File: src/core/cmsl_defs.svh
// timing and encoding constants for the controller mode sequencer
`ifndef CMSL_DEFS_SVH
`define CMSL_DEFS_SVH

`define CMSL_CLK_HZ 25000000
`define CMSL_RESET_SHOW_MS 100
`define CMSL_RESET_SHOW_CYC ((`CMSL_CLK_HZ / 1000) * `CMSL_RESET_SHOW_MS)
`define CMSL_TICK_HZ 1000
`define CMSL_TICK_DIV (`CMSL_CLK_HZ / `CMSL_TICK_HZ)
`define CMSL_HALF_5HZ_MS 100
`define CMSL_HALF_2HZ_MS 250
`define CMSL_HALF_05HZ_MS 1000
`define CMSL_SEG7_BITS 35
`define CMSL_SEG14_BITS 42
`define CMSL_LEGEND_BITS 8
`define CMSL_BTN_A_BIT 0
`define CMSL_BTN_B_BIT 1
`define CMSL_BTN_C_BIT 2

`endif

File: src/core/cmsl_pkg.sv
// types shared by the controller mode sequencer
package cmsl_pkg;

    typedef enum logic [2:0] {
        CMSL_MODE_RESET,
        CMSL_MODE_RUN,
        CMSL_MODE_STOP,
        CMSL_MODE_FATAL,
        CMSL_MODE_NO_OS
    } cmsl_mode_t;

    typedef enum logic [1:0] {
        CMSL_NET_PREPARED,
        CMSL_NET_PREOP,
        CMSL_NET_OPERATIONAL
    } cmsl_net_t;

    typedef struct packed {
        logic red;
        logic green;
    } cmsl_lamp_t;

    typedef struct packed {
        logic run_cmd;
        logic stop_cmd;
        logic nmt_test_mode;
        logic nmt_preop_req;
        logic nmt_op_req;
        logic nmt_prepared_req;
    } cmsl_req_t;

    typedef struct packed {
        logic [34:0] seg7;
        logic [41:0] seg14;
        logic [7:0] legend;
    } cmsl_lcd_t;

endpackage

File: src/core/cmsl_mode_seq.sv
// operating mode sequencer with status lamp encoder and operator inputs
`timescale 1ns/100ps
`include "cmsl_defs.svh"

module cmsl_mode_seq
    import cmsl_pkg::*;
#(
    parameter int TICK_DIV = `CMSL_TICK_DIV,
    parameter int SHOW_CYC = `CMSL_RESET_SHOW_CYC
)
(
    input wire logic ref_clk,
    input wire logic nrst,
    input wire logic os_present,
    input wire logic app_present,
    input wire logic init_done,
    input wire logic fatal_error,
    input wire logic run_error,
    input wire cmsl_req_t mode_req,
    input wire logic program_release_switch,
    input wire logic load_request,
    input wire logic connect_request,
    input wire logic [3:0] rotary_selector,
    input wire logic push_button_a,
    input wire logic push_button_b,
    input wire logic push_button_c,
    input wire logic segment_write_call,
    input wire logic text_write_call,
    input wire cmsl_lcd_t lcd_bits,
    output cmsl_lamp_t status_lamp_pair,
    output cmsl_mode_t mode,
    output cmsl_net_t net_state,
    output logic app_execute,
    output logic pdo_enable,
    output logic net_preop_flag,
    output logic program_write_protect,
    output logic load_accept,
    output logic connect_accept,
    output logic [7:0] selector_byte,
    output logic [2:0] button_bits,
    output cmsl_lcd_t lcd_drive
);

    // ****************************************************
    // reset release
    // ****************************************************
    logic rst_meta_q;
    logic rst_n_q;

    always_ff @(posedge ref_clk or negedge nrst)
    begin
        if (!nrst)
        begin
            rst_meta_q <= 1'b0;
            rst_n_q <= 1'b0;
        end
        else
        begin
            rst_meta_q <= 1'b1;
            rst_n_q <= rst_meta_q;
        end
    end

    // ****************************************************
    // system tick and flash timers
    // ****************************************************
    localparam int TICK_MAX = TICK_DIV - 1;
    localparam int SHOW_MAX = SHOW_CYC - 1;
    localparam int H5 = `CMSL_HALF_5HZ_MS - 1;
    localparam int H2 = `CMSL_HALF_2HZ_MS - 1;
    localparam int H05 = `CMSL_HALF_05HZ_MS - 1;

    logic [15:0] tick_cnt_q, tick_cnt_d;
    logic tick_q, tick_d;
    logic [9:0] flash_cnt_q, flash_cnt_d;
    logic phase_q, phase_d;
    logic [9:0] half_len;
    logic pattern_change;
    cmsl_mode_t mode_q, mode_d;
    cmsl_net_t net_q, net_d;

    always_comb
    begin
        tick_d = 1'b0;
        tick_cnt_d = tick_cnt_q + 16'h0001;
        if (tick_cnt_q == TICK_MAX[15:0])
        begin
            tick_cnt_d = 16'h0000;
            tick_d = 1'b1;
        end
    end

    always_comb
    begin
        half_len = H05[9:0];
        if (mode_q == CMSL_MODE_NO_OS)
        begin
            half_len = H5[9:0];
        end
        else if (net_q == CMSL_NET_OPERATIONAL)
        begin
            half_len = H2[9:0];
        end
    end

    // a changed pattern restarts its period with the lamp lit
    always_comb
    begin
        flash_cnt_d = flash_cnt_q;
        phase_d = phase_q;
        if (pattern_change)
        begin
            flash_cnt_d = 10'h000;
            phase_d = 1'b1;
        end
        else if (tick_q)
        begin
            if (flash_cnt_q >= half_len)
            begin
                flash_cnt_d = 10'h000;
                phase_d = ~phase_q;
            end
            else
            begin
                flash_cnt_d = flash_cnt_q + 10'h001;
            end
        end
    end

    always_ff @(posedge ref_clk or negedge rst_n_q)
    begin
        if (!rst_n_q)
        begin
            tick_cnt_q <= 16'h0000;
            tick_q <= 1'b0;
            flash_cnt_q <= 10'h000;
            phase_q <= 1'b1;
        end
        else
        begin
            tick_cnt_q <= tick_cnt_d;
            tick_q <= tick_d;
            flash_cnt_q <= flash_cnt_d;
            phase_q <= phase_d;
        end
    end

    // ****************************************************
    // mode sequencer
    // ****************************************************
    logic [21:0] show_cnt_q, show_cnt_d;
    logic go_run;
    logic go_stop;

    assign go_run = mode_req.run_cmd || (mode_req.nmt_test_mode &&
        (mode_req.nmt_preop_req || mode_req.nmt_op_req));
    assign go_stop = mode_req.stop_cmd ||
        (mode_req.nmt_test_mode && mode_req.nmt_prepared_req);
    assign pattern_change = (mode_d != mode_q) || (net_d != net_q);

    always_comb
    begin
        mode_d = mode_q;
        net_d = net_q;
        show_cnt_d = show_cnt_q;
        unique case (mode_q)
            CMSL_MODE_RESET:
            begin
                if (!os_present)
                begin
                    mode_d = CMSL_MODE_NO_OS;
                end
                else if (fatal_error)
                begin
                    mode_d = CMSL_MODE_FATAL;
                end
                else if (show_cnt_q != SHOW_MAX[21:0])
                begin
                    show_cnt_d = show_cnt_q + 22'h000001;
                end
                else if (init_done)
                begin
                    if (app_present)
                    begin
                        mode_d = CMSL_MODE_RUN;
                        net_d = CMSL_NET_PREOP;
                    end
                    else
                    begin
                        mode_d = CMSL_MODE_STOP;
                        net_d = CMSL_NET_PREPARED;
                    end
                end
            end
            CMSL_MODE_RUN:
            begin
                if (fatal_error)
                begin
                    mode_d = CMSL_MODE_FATAL;
                end
                else if (go_stop)
                begin
                    mode_d = CMSL_MODE_STOP;
                    net_d = CMSL_NET_PREPARED;
                end
                else if (mode_req.nmt_test_mode && mode_req.nmt_op_req)
                begin
                    net_d = CMSL_NET_OPERATIONAL;
                end
                else if (mode_req.nmt_test_mode && mode_req.nmt_preop_req)
                begin
                    net_d = CMSL_NET_PREOP;
                end
            end
            CMSL_MODE_STOP:
            begin
                if (fatal_error)
                begin
                    mode_d = CMSL_MODE_FATAL;
                end
                else if (go_run)
                begin
                    mode_d = CMSL_MODE_RUN;
                    net_d = (mode_req.nmt_test_mode && mode_req.nmt_op_req)
                        ? CMSL_NET_OPERATIONAL : CMSL_NET_PREOP;
                end
            end
            CMSL_MODE_FATAL:
            begin
                mode_d = CMSL_MODE_FATAL;
            end
            CMSL_MODE_NO_OS:
            begin
                mode_d = CMSL_MODE_NO_OS;
            end
            default:
            begin
                mode_d = CMSL_MODE_FATAL;
            end
        endcase
    end

    always_ff @(posedge ref_clk or negedge rst_n_q)
    begin
        if (!rst_n_q)
        begin
            mode_q <= CMSL_MODE_RESET;
            net_q <= CMSL_NET_PREPARED;
            show_cnt_q <= 22'h000000;
        end
        else
        begin
            mode_q <= mode_d;
            net_q <= net_d;
            show_cnt_q <= show_cnt_d;
        end
    end

    // ****************************************************
    // registered outputs
    // ****************************************************
    cmsl_lamp_t lamp_d;
    logic [2:0] btn_d;

    always_comb
    begin
        lamp_d = '{red: 1'b0, green: 1'b0};
        unique case (mode_d)
            CMSL_MODE_RESET:
                lamp_d = '{red: 1'b1, green: 1'b1};
            CMSL_MODE_NO_OS:
                lamp_d.green = phase_d;
            CMSL_MODE_RUN:
            begin
                if (run_error)
                begin
                    lamp_d.red = phase_d;
                end
                else
                begin
                    lamp_d.green = phase_d;
                end
            end
            CMSL_MODE_STOP:
                lamp_d.green = 1'b1;
            CMSL_MODE_FATAL:
                lamp_d.red = 1'b1;
            default:
                lamp_d.red = 1'b1;
        endcase
        btn_d = 3'h0;
        btn_d[`CMSL_BTN_A_BIT] = push_button_a;
        btn_d[`CMSL_BTN_B_BIT] = push_button_b;
        btn_d[`CMSL_BTN_C_BIT] = push_button_c;
    end

    always_ff @(posedge ref_clk or negedge rst_n_q)
    begin
        if (!rst_n_q)
        begin
            status_lamp_pair <= '{red: 1'b1, green: 1'b1};
            mode <= CMSL_MODE_RESET;
            net_state <= CMSL_NET_PREPARED;
            app_execute <= 1'b0;
            pdo_enable <= 1'b0;
            net_preop_flag <= 1'b0;
            program_write_protect <= 1'b1;
            load_accept <= 1'b0;
            connect_accept <= 1'b0;
            selector_byte <= 8'h00;
            button_bits <= 3'h0;
            lcd_drive <= '0;
        end
        else
        begin
            status_lamp_pair <= lamp_d;
            mode <= mode_d;
            net_state <= net_d;
            app_execute <= (mode_d == CMSL_MODE_RUN);
            pdo_enable <= (mode_d == CMSL_MODE_RUN) &&
                (net_d == CMSL_NET_OPERATIONAL);
            net_preop_flag <= (net_d == CMSL_NET_PREOP);
            program_write_protect <= !program_release_switch;
            load_accept <= load_request && program_release_switch;
            connect_accept <= connect_request &&
                program_release_switch;
            selector_byte <= {4'h0, rotary_selector};
            button_bits <= btn_d;
            if (segment_write_call || text_write_call)
            begin
                lcd_drive <= lcd_bits;
            end
        end
    end
endmodule

File: config.mk
export PLATFORM = sky130hd
export DESIGN_NAME = cmsl_mode_seq
export DESIGN_NICKNAME = d
export VERILOG_FILES = /design/src/core/cmsl_pkg.sv /design/src/core/cmsl_mode_seq.sv
export VERILOG_INCLUDE_DIRS = /design/src /design/src/core
export SDC_FILE = /design/constraint.sdc
export NUM_CORES = 1
export LEC_CHECK = 0
export BUFFER_PORTS_ARGS = -buffer_cell sky130_fd_sc_hd__buf_4
export CELL_PAD_IN_SITES_DETAIL_PLACEMENT = 0
export CELL_PAD_IN_SITES_GLOBAL_PLACEMENT = 1
export CORE_UTILIZATION = 35
export DETAILED_ROUTE_END_ITERATION = 12
export PLACE_DENSITY = 0.71
export SLEW_MARGIN = 15
export SYNTH_ARGS = -nofsm -noshare
export SYNTH_HDL_FRONTEND = slang
export SYNTH_SLANG_ARGS = --single-unit
File: constraint.sdc
create_clock -name ref_clk -period 13.7 [get_ports ref_clk]
set_input_delay 0.685 -clock ref_clk [delete_from_list [all_inputs] [get_ports ref_clk]]
set_output_delay 0.685 -clock ref_clk [all_outputs]
set_load 0.02 [all_outputs]
# [Yosys cells after proc, flatten, opt, wreduce, memory -nomap -nowiden]
# Index checks and enable logic that the tools add are counted.
[word_totals] inputBits=110 regBits=157
[classes] reduce_logical=19 n_addsub=3 n_bitwise=2 eq_ne=13 order_cmp=1 muxes=37
[op_table] operator="10-bit two-way mux" count=5
[op_table] operator="2-bit two-way mux" count=12
[op_table] operator="3-bit two-way mux" count=8
[op_table] operator="22-bit by 1-bit adder with 22-bit output (second input constant)" count=1
[op_table] operator="22-bit != test (second input constant)" count=1
[op_table] operator="16-bit by 1-bit adder with 16-bit output (second input constant)" count=1
[op_table] operator="16-bit by 15-bit equality test with 1-bit output (second input constant)" count=1
[op_table] operator="16-bit two-way mux" count=1
[op_table] operator="3-bit case mux with 4 select lines" count=1
[op_table] operator="10-bit by 1-bit adder with 10-bit output (second input constant)" count=1
[op_table] operator="10-bit >= comparator" count=1
[op_table] operator="1-bit logical AND" count=7
[op_table] operator="1-bit two-way mux" count=7
[op_table] operator="3-bit by 1-bit equality test with 1-bit output (second input constant)" count=2
[op_table] operator="3-bit by 2-bit equality test with 1-bit output (second input constant)" count=2
[op_table] operator="3-bit equality test (second input constant)" count=2
[op_table] operator="3-bit logical NOT" count=2
[op_table] operator="2-bit case mux with 3 select lines" count=1
[op_table] operator="1-bit logical OR" count=5
[op_table] operator="2-bit equality test (second input constant)" count=2
[op_table] operator="4-bit AND reduction" count=1
[op_table] operator="2-bit OR reduction" count=2
[op_table] operator="3-bit != test" count=1
[op_table] operator="1-bit case mux with 3 select lines" count=1
[op_table] operator="6 further kinds" count=7

# [Longest topological paths before layout]
[logic_depth] depth_word=11 ltp_mapped=12 mapped_depth_nobuf=11

# [Worst setup path before layout]
# No wires, ideal clock.
[synth_timing] path_type="register to register" startpoint="reg mode[0] (netlist name)" endpoint="reg status_lamp_pair[0] (netlist bit)" n_path_buf=1 arrival_time_ns=2.817 setup_ns=0.101 required_time_ns=13.599 setup_slack_ns=10.782 synth_period_minus_slack_ns=2.918 path_stages_with_launch=13 cell_sequence="dfrtp_1 -> buf_2 -> nor2_1 -> nand2_1 -> nand2b_1 -> inv_1 -> ha_1 -> a211oi_1 -> o21ai_1 -> and4_1 -> a221oi_1 -> xor2_1 -> o221ai_1"
[synth_lines] element="to (signal assigned)" line_no="cmsl_mode_seq.sv:301" rtl="status_lamp_pair <= '{red: 1'b1, green: 1'b1};"
[synth_lines] element="to (signal assigned)" line_no="cmsl_mode_seq.sv:316" rtl="status_lamp_pair <= lamp_d;"
[synth_lines] element="to (decl)" line_no="cmsl_mode_seq.sv:30" rtl="output cmsl_lamp_t status_lamp_pair,"

==> metrics.cfg <==
[status]
status = finished clean

[sta]
layout_min_cycle_time_ns = 3.380
setup_viol = 0
max_freq_mhz = 295.8
final.setup.tns_ns = 0
relSlewSlack_pct = 29.45
hold_viol_final = 0
period_share_pct = 24.67
finClkSkew_ns = 0.01270
rsz0062_at_grt = false
tightest_slew_ns = 1.058
drv_slew = 0

[clock_network]
ctsLongestPathBuffers = 2
insertion_delay_ns = 0.43
cts_root_buffer = clkbuf_16
cts_tree = built
clkTransAtPathRegs_ns = 0.07
cts_resized = 0
numCtsBuffers = 17
htreeDepth = 4
clkSinkCount = 157

[global_routing]
grt_pass1_wl_um = 25680
first_global_vias = 4924
grt_max_degree = 86
grt_overflow_total = 0
antenna_found_initial = 0
groute.usage.overall_pct = 16.62

[worst_setup_path]
start_kind = flip-flop
critPathKind = flip-flop to flip-flop
setup.worst_path.end_class = flip-flop
cp_max_fo = 11
r2r_slack_ns = 10.32
critPathArrivalTime_ns = 3.71
crit_required_ns = 14.02
crit_start = mode[1]
r2r_start = mode[1]

[synthesis]
ys_async_sr_fraction_pct = 100.0
synth_cell_types = 68
ys_ff_latch = 157
mappedNetlistArea_um2 = 6803
ys_seq_area_share_pct = 57.83
syn_area_per_cell_um2 = 12.96
synthCells = 525
yosysWarnings = 0
ys.flop_type = dfrtp_1
synth_edf_count = 0

[routing]
drt-total-wl_um = 16170
drc_errors = 0
vias = 4782
firstDrtPassIters = 4
ant_nets = 0
via_per_inst = 4.693
wire_per_inst_um = 15.87
drt_iter0_markers = 214

[power]
seqPwrFrac_pct = 44.5
power.internal_uw = 847.3
total_leakage_power_nw = 4.357
total_power_mw = 1.142
ir_worst_vdd_v = 0.00009061
p_sw_share_pct = 25.80
clkPwrFrac_pct = 41.8
p_comb_share_pct = 13.7
p_switching_uw = 294.7
pwr_density_cell_nw_per_um2 = 122.6

[place]
place.gp.congestion = 0.8723
port_buffers = 214
hpwl_um = 12100

[floorplanning]
die_area_um2 = 20000
rows = 50
start_util_pct = 36.01
die_h_um = 141.4
ios = 219
coreArea_um2 = 18890
dieWidth_um = 141.4

[finish]
diodes = 0
fin_util_pct = 49.28
syn2layout_area_growth_pct = 36.88
final_nets = 866
layout-drive-gt1-share_pct = 46.77

[worst_hold_path]
hold_path.class = flip-flop to async pin

[run]
drv_cap = 0

## cells in the final DEF, fill, tap and decap left out, types with 3 or more instances in the layout
cell,netlist,layout
nand2_1,32,32
clkinvlp_4,0,3
nand2b_1,5,5
nand4_1,10,10
a31oi_1,3,3
dfstp_2,4,4
a21oi_1,6,6
ha_1,10,10
xor2_1,15,15
xnor2_1,28,28
nor3_1,6,6
or3_1,4,4
inv_6,0,6
nor4_4,3,3
and3_1,15,15
nor4_1,3,3
buf_4,4,216
o21ai_0,6,6
and2_1,7,7
mux2_2,85,85
o21ai_1,4,4
conb_1,2,5
dfrtp_1,153,152
nand3_1,14,14
nor2_1,25,24
inv_1,13,13
clkbuf_16,0,17
nor2b_1,3,3
## cell usage after synthesis, drive strengths merged (6+ instances only)
master | number | share of area (%)
xor2 | 15 | 1.9
o21ai | 10 | 0.74
nand3 | 14 | 1.0
nor2 | 25 | 1.4
and3 | 15 | 1.4
ha | 10 | 1.8
clkbuf | 11 | 0.61
xnor2 | 28 | 3.6
buf | 8 | 0.81
nand2 | 32 | 1.8
dfrtp | 153 | 56
and2 | 7 | 0.64
mux2 | 85 | 14
inv | 13 | 0.72
nor4 | 7 | 1.4
nor3 | 6 | 0.44
nand4 | 11 | 1.1
a21oi | 6 | 0.44
## sequential cells by signal, summed over array words and instances (netlist names), 2 cells and up
signal	flops
status_lamp_pair	2
selector_byte	4
lcd_drive	85
mode	3
tick_cnt_q	16
button_bits	3
flash_cnt_q	10
show_cnt_q	22
net_state	2
## final cells by class
class | instances | area (um2)
Fill cell | 1719 | 9582
Sequential cell | 157 | 3938
Inverter | 13 | 48.80
Multi-Input combinational cell | 339 | 2743
Clock inverter | 13 | 155.1
Clock buffer | 19 | 442.9
Tap cell | 260 | 325.3
Timing Repair Buffer | 218 | 1659
## power groups by stage
| stage | Combinational [mW] | Clock, mW | Sequential (mW) |
|---|---|---|---|
| 2_1_floorplan | 0.0435 | 0 | 0.550 |
| 3_3_place_gp | 0.152 | 0 | 0.518 |
| 3_5_place_dp | 0.154 | 0 | 0.520 |
| 4_1_cts | 0.155 | 0.493 | 0.511 |
| 5_1_grt | 0.168 | 0.512 | 0.511 |
| 6_report | 0.157 | 0.477 | 0.508 |
## layer usage
layer / vias up / track usage, % / share of wire [%]
li1: 2302 / - / -
met1: 2357 / 19.47 / 41
met2: 102 / 29.62 / 53
met3: 21 / 3.274 / 3.5
met4: 0 / 7.131 / 2.2
met5: - / 0 / 0
## stage by stage
step                      instances  instance area [um2]  hold WS (ns)  setup slack [ns]
after global placement          985                 8676        0.3388             10.48
final                          1019                 9311        0.2238             10.32
after floorplan                 528                 6814        0.3312             9.009
after global routing           1019                 9311        0.2550             9.954
after detailed placement        985                 8676        0.3380             10.36
after CTS                      1018                 9284        0.3374             10.34
## cells by family (layout without fill, tap and decap cells)
family | after synthesis | in the layout | share of synthesized area (%)
xor+xnor | 43 | 43 | 5.536
compound gates | 49 | 49 | 5.739
simple gates | 146 | 146 | 12.60
other cells | 2 | 5 | 0.1104
flops | 157 | 157 | 57.83
mux | 86 | 86 | 14.22
buf+inv | 32 | 263 | 2.134
fa+ha+maj | 10 | 10 | 1.839
## what timing repair did
item                      CTS  global route
buffers inserted            0             0
hold endpoints to repair    1             0
hold buffers                1             0
## path summary, 6_finish.rpt
kind                                  endpoint  cells after the start
setup / recovery           status_lamp_pair[0]                     11
hold / removal                         mode[1]                      0
setup reg to reg           status_lamp_pair[0]                     11
hold reg to reg                        mode[1]                      0
max in group asynchronous        show_cnt_q[9]                      2
min in group ref_clk                   rst_n_q                      0
## critical path, cell delays in order, from the launching register on
cell,delay [ns]
dfrtp_1,0.51
nor2_1,0.34
nand2_1,0.15
nand2b_1,0.17
inv_1,0.06
ha_1,0.27
a211oi_1,0.21
o21ai_1,0.11
and4_1,0.20
a221oi_1,0.77
xor2_1,0.33
o221ai_1,0.15
(Power assumes the default switching activity.)
